<file path="src/hw/dacs_pkg.sv">
package dacs_pkg;
    // ----------------------------------------------------------------
    // Register map
    // ----------------------------------------------------------------
    localparam logic [4:0] MON_SETUP_ADDR = 5'h11; // Setup register address
    localparam int REG_W = 22; // Register width
    localparam logic [21:0] MON_SETUP_RESET = 22'h110000; // Reset value
    localparam int FAULT_BIT = 21; // Fault pin status position
    localparam int ADDR_HI = 20; // Address field top
    localparam int ADDR_LO = 16; // Address field bottom
    localparam int CMD_HI = 10; // Sequence command top
    localparam int CMD_LO = 8; // Sequence command bottom
    localparam int DATA_HI = 7; // Sequence data top
    localparam int DATA_LO = 5; // Sequence data bottom
    localparam int SEL_HI = 4; // Node select top
    localparam logic [2:0] CMD_RESET = 3'h0; // Command reset value
    localparam logic [2:0] DATA_RESET = 3'h0; // Sequence data reset value
    localparam logic [4:0] SEL_RESET = 5'h00; // Node select reset value
    localparam logic [2:0] CMD_SINGLE = 3'h4; // Single conversion command

    // ----------------------------------------------------------------
    // Node select codes
    // ----------------------------------------------------------------
    localparam logic [4:0] NODE_DIE_TEMP = 5'h00;
    localparam logic [4:0] NODE_EXT_REF = 5'h03;
    localparam logic [4:0] NODE_SEC_REF = 5'h04;
    localparam logic [4:0] NODE_SENSE_POS = 5'h0D;
    localparam logic [4:0] NODE_SENSE_NEG = 5'h0E;
    localparam logic [4:0] NODE_INT_SUPPLY = 5'h14;
    localparam logic [4:0] NODE_REGULATOR = 5'h15;
    localparam logic [4:0] NODE_LOGIC_SUPPLY = 5'h16;
    localparam logic [4:0] NODE_REF_GND = 5'h18;
    localparam logic [4:0] NODE_ANALOG_GND = 5'h19;
    localparam logic [4:0] NODE_DIGITAL_GND = 5'h1A;
    localparam logic [4:0] NODE_SUPPLY1 = 5'h1B;
    localparam logic [4:0] NODE_SUPPLY2 = 5'h1C;
    localparam logic [4:0] NODE_NEG_SUPPLY = 5'h1D;
    localparam logic [4:0] NODE_REF_OUT = 5'h1F;

    // Register write request from the serial interface logic
    typedef struct packed {
        logic valid; // One-cycle write strobe
        logic [4:0] addr; // Register address
        logic [21:0] data; // Write data
    } dacs_wr_type;

    // Converter mux command
    typedef struct packed {
        logic start; // One-cycle conversion start
        logic node_valid; // Node is routed (not reserved)
        logic [4:0] node; // Node select code
    } dacs_conv_type;
endpackage

</file>
<file path="src/hw/dacs_node_decode.sv">
`timescale 1ns/1ns
// Decodes a node select code into a one-hot mux line and a valid flag
module dacs_node_decode (
    input wire logic [4:0] i_code,
    input wire logic i_ext_ref_buf_en,
    output logic [31:0] o_onehot,
    output logic o_valid
);
    // ----------------------------------------------------------------
    // Node validity
    // ----------------------------------------------------------------
    function automatic logic node_known(input logic [4:0] c);
        case (c)
            dacs_pkg::NODE_DIE_TEMP, dacs_pkg::NODE_SENSE_POS, dacs_pkg::NODE_SENSE_NEG: node_known = 1'b1;
            dacs_pkg::NODE_SEC_REF: node_known = 1'b1;
            dacs_pkg::NODE_INT_SUPPLY, dacs_pkg::NODE_REGULATOR, dacs_pkg::NODE_LOGIC_SUPPLY,
            dacs_pkg::NODE_REF_GND, dacs_pkg::NODE_ANALOG_GND, dacs_pkg::NODE_DIGITAL_GND,
            dacs_pkg::NODE_SUPPLY1, dacs_pkg::NODE_SUPPLY2, dacs_pkg::NODE_NEG_SUPPLY,
            dacs_pkg::NODE_REF_OUT: node_known = 1'b1;
            default: node_known = 1'b0;
        endcase
    endfunction

    // Route only known nodes; external reference needs its buffer powered
    always_comb begin
        o_valid = node_known(i_code);
        if (i_code == dacs_pkg::NODE_EXT_REF) begin
            o_valid = i_ext_ref_buf_en;
        end
        o_onehot = 32'h0000_0000;
        if (o_valid) begin
            o_onehot[i_code] = 1'b1;
        end
    end
endmodule // dacs_node_decode

</file>
<file path="src/hw/dacs_setup.sv">
`timescale 1ns/1ns
module dacs_setup (
    input wire logic I_CLK,
    input wire logic I_RST_N,
    input wire dacs_pkg::dacs_wr_type I_WR,
    input wire logic [4:0] I_RD_ADDR,
    input wire logic I_FAULT_PIN,
    input wire logic I_EXT_REF_BUF_EN,
    output logic [21:0] O_RD_DATA,
    output logic O_RD_HIT,
    output dacs_pkg::dacs_conv_type O_CONV,
    output logic [31:0] O_MUX_ONEHOT,
    output logic [1:0] O_MODE
);
    // ----------------------------------------------------------------
    // Operating modes
    // ----------------------------------------------------------------
    typedef enum logic [1:0] {
        MODE_KEY_SEQ,
        MODE_AUTO_SEQ,
        MODE_SINGLE_NOW,
        MODE_SINGLE_KEY
    } dacs_mode_type;

    // ----------------------------------------------------------------
    // State
    // ----------------------------------------------------------------
    logic [2:0] cmd_reg; // Sequence command field
    logic [2:0] cmd_next;
    logic [2:0] seq_data_reg; // Sequence data field
    logic [2:0] seq_data_next;
    logic [4:0] sel_reg; // Node select field
    logic [4:0] sel_next;
    logic start_reg; // Conversion start pulse
    logic start_next;
    dacs_mode_type mode_reg; // Current converter mode
    dacs_mode_type mode_next;
    logic fault_meta_reg; // Fault pin sync stage 1
    logic fault_sync_reg; // Fault pin sync stage 2
    logic wr_hit; // Write to this register
    logic [31:0] onehot; // Decoded mux line
    logic node_ok; // Node is routed

    assign wr_hit = I_WR.valid && (I_WR.addr == dacs_pkg::MON_SETUP_ADDR);

    // ----------------------------------------------------------------
    // Next-state logic
    // ----------------------------------------------------------------
    // Only writable fields take write data; bits 21:11 are dropped
    always_comb begin
        cmd_next = cmd_reg;
        seq_data_next = seq_data_reg;
        sel_next = sel_reg;
        start_next = 1'b0;
        mode_next = mode_reg;
        if (wr_hit) begin
            cmd_next = I_WR.data[dacs_pkg::CMD_HI:dacs_pkg::CMD_LO];
            seq_data_next = I_WR.data[dacs_pkg::DATA_HI:dacs_pkg::DATA_LO];
            sel_next = I_WR.data[dacs_pkg::SEL_HI:0];
            // Every write carrying the single command starts one conversion
            if (I_WR.data[dacs_pkg::CMD_HI:dacs_pkg::CMD_LO] == dacs_pkg::CMD_SINGLE) begin
                start_next = 1'b1;
                mode_next = MODE_SINGLE_NOW;
            end else begin
                // Reserved codes start nothing and leave the mode as it was
                mode_next = mode_reg;
            end
        end
    end

    // Registers
    always_ff @(posedge I_CLK or negedge I_RST_N) begin
        if (!I_RST_N) begin
            cmd_reg <= dacs_pkg::CMD_RESET;
            seq_data_reg <= dacs_pkg::DATA_RESET;
            sel_reg <= dacs_pkg::SEL_RESET;
            start_reg <= 1'b0;
            mode_reg <= MODE_KEY_SEQ;
        end else begin
            cmd_reg <= cmd_next;
            seq_data_reg <= seq_data_next;
            sel_reg <= sel_next;
            start_reg <= start_next;
            mode_reg <= mode_next;
        end
    end

    // ----------------------------------------------------------------
    // Fault pin synchroniser
    // ----------------------------------------------------------------
    always_ff @(posedge I_CLK or negedge I_RST_N) begin
        if (!I_RST_N) begin
            fault_meta_reg <= 1'b0;
            fault_sync_reg <= 1'b0;
        end else begin
            fault_meta_reg <= I_FAULT_PIN;
            fault_sync_reg <= fault_meta_reg;
        end
    end

    // ----------------------------------------------------------------
    // Node decode
    // ----------------------------------------------------------------
    dacs_node_decode u_decode (
        .i_code(sel_reg),
        .i_ext_ref_buf_en(I_EXT_REF_BUF_EN),
        .o_onehot(onehot),
        .o_valid(node_ok)
    );

    // ----------------------------------------------------------------
    // Outputs
    // ----------------------------------------------------------------
    // Readback: status bit, own address, zeros in reserved bits
    always_comb begin
        O_RD_HIT = (I_RD_ADDR == dacs_pkg::MON_SETUP_ADDR);
        O_RD_DATA = 22'h000000;
        if (O_RD_HIT) begin
            O_RD_DATA[dacs_pkg::FAULT_BIT] = fault_sync_reg;
            O_RD_DATA[dacs_pkg::ADDR_HI:dacs_pkg::ADDR_LO] = dacs_pkg::MON_SETUP_ADDR;
            O_RD_DATA[dacs_pkg::CMD_HI:dacs_pkg::CMD_LO] = cmd_reg;
            O_RD_DATA[dacs_pkg::DATA_HI:dacs_pkg::DATA_LO] = seq_data_reg;
            O_RD_DATA[dacs_pkg::SEL_HI:0] = sel_reg;
        end
    end

    assign O_CONV.start = start_reg;
    assign O_CONV.node_valid = node_ok;
    assign O_CONV.node = sel_reg;
    assign O_MUX_ONEHOT = onehot;
    assign O_MODE = mode_reg;
endmodule // dacs_setup

</file>
<file path="config.mk">
export PLATFORM = sky130hd
export DESIGN_NAME = dacs_setup
export DESIGN_NICKNAME = d
export VERILOG_FILES = /design/src/hw/dacs_pkg.sv /design/src/hw/dacs_node_decode.sv /design/src/hw/dacs_setup.sv
export SDC_FILE = /design/constraint.sdc
export NUM_CORES = 1
export LEC_CHECK = 0
export ABC_AREA = 1
export BUFFER_PORTS_ARGS = -buffer_cell sky130_fd_sc_hd__buf_2
export CAP_MARGIN = 40
export CORE_ASPECT_RATIO = 1.4
export CORE_MARGIN = 1.5
export CORE_UTILIZATION = 40
export DETAILED_ROUTE_END_ITERATION = 8
export PLACE_DENSITY = 0.8
export SLEW_MARGIN = 10
export SYNTH_ARGS = -nofsm -noshare
export SYNTH_HDL_FRONTEND = slang
export SYNTH_SLANG_ARGS = --single-unit
export TNS_END_PERCENT = 100
</file>
<file path="constraint.sdc">
create_clock -name I_CLK -period 2.35 [get_ports I_CLK]
set_input_delay 0 -clock I_CLK [delete_from_list [all_inputs] [get_ports I_CLK]]
set_output_delay 0 -clock I_CLK [all_outputs]
set_load 0.01 [all_outputs]
</file>
==> impl_results.md <==
* Status: finished, violations left
* Violated checks: negative hold slack
* Sequential area share after synthesis at 30.74%
* Total GRT Usage at 16.12%
* Die X-Extent at 49.70 µm
* Row cnt at 23
* Highest-count cells in the layout ignoring fill and taps: buf_2, nor2_1, nand2_1
* Final HPWL DP at 2140 µm
* Hold EP: sel_reg[3]$_DFFE_PN0P_
* Antenna violations before repair at 0
* RR Endpoint: sel_reg[2]$_DFFE_PN0P_
* Mapped cell area at 1221 µm²
* Synth async-reset ratio at 100.0%
* Yosys cell types at 23
* Die Footprint at 3398 µm²
* CP endpoint kind: primary output
* Clk_skew at between 0.000006 and 0.000007 ns
* Post-synth EDFFs at 0
* Final setup viols at 0
* WL/cell at 9.491 µm
* Flops & latches, synth at 15
* Post_cts resized at 0
* Hold Slack at -0.002169 ns
* Worst path arrival time at 2.02 ns
* Nets@finish at about 290
* Crit Path Max Fanout at 18
* Die Y at 68.38 µm
* Final Hold Fails at 2
* Tot Pwr at 877.8 µW
* Commonest non-fill, non-tap cell in the layout: buf_2
* Peak VDD IR at 415.0 µV
* Max-Cap Viols at 0
* First-pass GRT wire length at 4436 µm
* CTS tree: yes
* Pleak at 0.9681 nW
* DR iter-0 viols at 25
* Syn Area/Cell at 6.822 µm²
* Max-slew violations at 0
* Area contributors post-synth: dfrtp_1, buf_4, nor2_1
* Place WS at 0.5976 ns
* Flop2flop setup slack at 1.53 ns
* Hold Crit Depth at 3
* Final TNS setup at 0 ns
* Critical R2R Launch: sel_reg[2]$_DFFE_PN0P_
* H-tree levels at 1
* GRT Residual Overflow at 0
* Worst hold path class: input port to flip-flop
* Hold_sp: I_WR[3]
* Placed insts at 277
* Area Overhead vs Synth at 27.36%
* CP startpoint kind: flip-flop
* Warnings from Yosys at 0
* DRT antenna net count at 0
* Max Clk Rate at roughly 500 MHz
* Total CTS buffers at 3
* Leading area contributor after synthesis: dfrtp_1
* Crit path kind: flip-flop to primary output
* Root buf cell: clkbuf_8
* Fin crit period at 2.019 ns
* Top Ports at 101
* Largest net degree at the start of global routing at 20
* Vias in the first global route at between 1000 and 1500
* Period utilization at a little under nine tenths
* Clock sink total at 15
* Crit path required time at 2.35 ns
* Clock Tree Buf Depth at 2
* Non-filler cells, final at 283
* Worst skew pair latency at 0.24 ns
* Cell area power density at around 560 nW/µm²
* Share of layout cells above drive strength 1 at 33.74%
* Starting Density at 42.43%
* Pre-antenna DRT Iters at 4
* Vias per std cell at 4.297
* Gate Count Post-Synth at 179
* RD Place Congestion at 0.7451
* Diode count at 0
* Synth top area share at a little under a third
* Port bufs at just over 70
* # DRC at 0
* Routed WL at between 2000 and 3000 µm
* Max reg flops at 5
* Worst reg2reg path depth at 2
* RSZ-0062 raised after global routing: no
* Worst Setup Slack, final at 0.3312 ns
* CORE AREA at 2878 µm²
* CTS clock-pin slew for the worst setup and hold paths at 0.06 ns
* Most used DFF post-synth: dfrtp_1
* Via count at 1216
power by group:
group	internal (mW)	leakage (nW)	switching, mW	total [mW]
logic	0.120	0.785	0.226	0.346
registers	0.295	0.161	0.0317	0.327
clock network	0.120	0.0228	0.0848	0.205
critical path, stage by stage, from the launching register on:
cell     delay, ns
dfrtp_1       0.42
inv_1         0.15
ha_1          0.29
nand2_1       0.08
nand2_1       0.07
nand2_1       0.08
o21ai_4       0.39
a21oi_1       0.13
buf_2         0.16
stage by stage:
stage	cell area, µm²	utilization, %
floorplan	1285	-
global placement	1490	51.78
detailed placement	1490	51.78
CTS	1555	54.04
global route	1555	54.04
finish	1555	54.04
Yosys cell counts, types with 2 or more instances:
cell	number
nand2_1	30
buf_6	2
inv_1	24
clkbuf_1	3
ha_1	5
inv_2	2
nor2_1	35
nor3_1	3
dfrtp_1	15
a21oi_1	26
buf_4	22
timing repair:
item,CTS,global route
hold endpoints to repair,16,0
endpoints found under the setup margin,0,0
hold buffers,2,0
buffers inserted,0,0
logic make-up after synthesis:
kind of cell	synth area share (%)
other	0.3071
AOI/OAI and AO/OA	13.11
buffers and inverters	24.69
and+or+nand+nor	26.03
adders and majority gates	5.123
DFF	30.74
routing by layer:
| metal | up-vias | routed length, µm | GRT usage [%] |
|---|---|---|---|
| li1 | 641 | - | - |
| met1 | 517 | 1060 | 19.21 |
| met2 | 54 | 1402 | 30.33 |
| met3 | 4 | 195 | 0.8734 |
| met4 | 0 | 27 | 6.250 |
| met5 | - | 0 | 0 |
worst max-delay path by stage:
| stage | start | end | slack, ns | depth (start not counted) |
|---|---|---|---|---|
| after global routing | sel_reg[0]$_DFFE_PN0P_ | O_MUX_ONEHOT[31] | 0.15 | 8 |
| after detailed placement | sel_reg[0]$_DFFE_PN0P_ | O_MUX_ONEHOT[0] | 0.60 | 8 |
| after global placement | sel_reg[0]$_DFFE_PN0P_ | O_MUX_ONEHOT[21] | 0.63 | 8 |
| after CTS | sel_reg[0]$_DFFE_PN0P_ | O_MUX_ONEHOT[0] | 0.33 | 8 |
| after floorplan | sel_reg[0]$_DFFE_PN0P_ | O_CONV[5] | 0.77 | 10 |
| final | sel_reg[0]$_DFFE_PN0P_ | O_MUX_ONEHOT[0] | 0.33 | 8 |
cell type report:
class,instances,area (µm²)
Tap cell,37,46.29
Timing Repair Buffer,74,382.9
Sequential cell,15,375.4
Multi-Input combinational cell,127,608.1
Inverter,26,97.59
Clock buffer,4,45.04
Fill cell,319,1323
No activity file was read; power rests on OpenSTA's default activity.
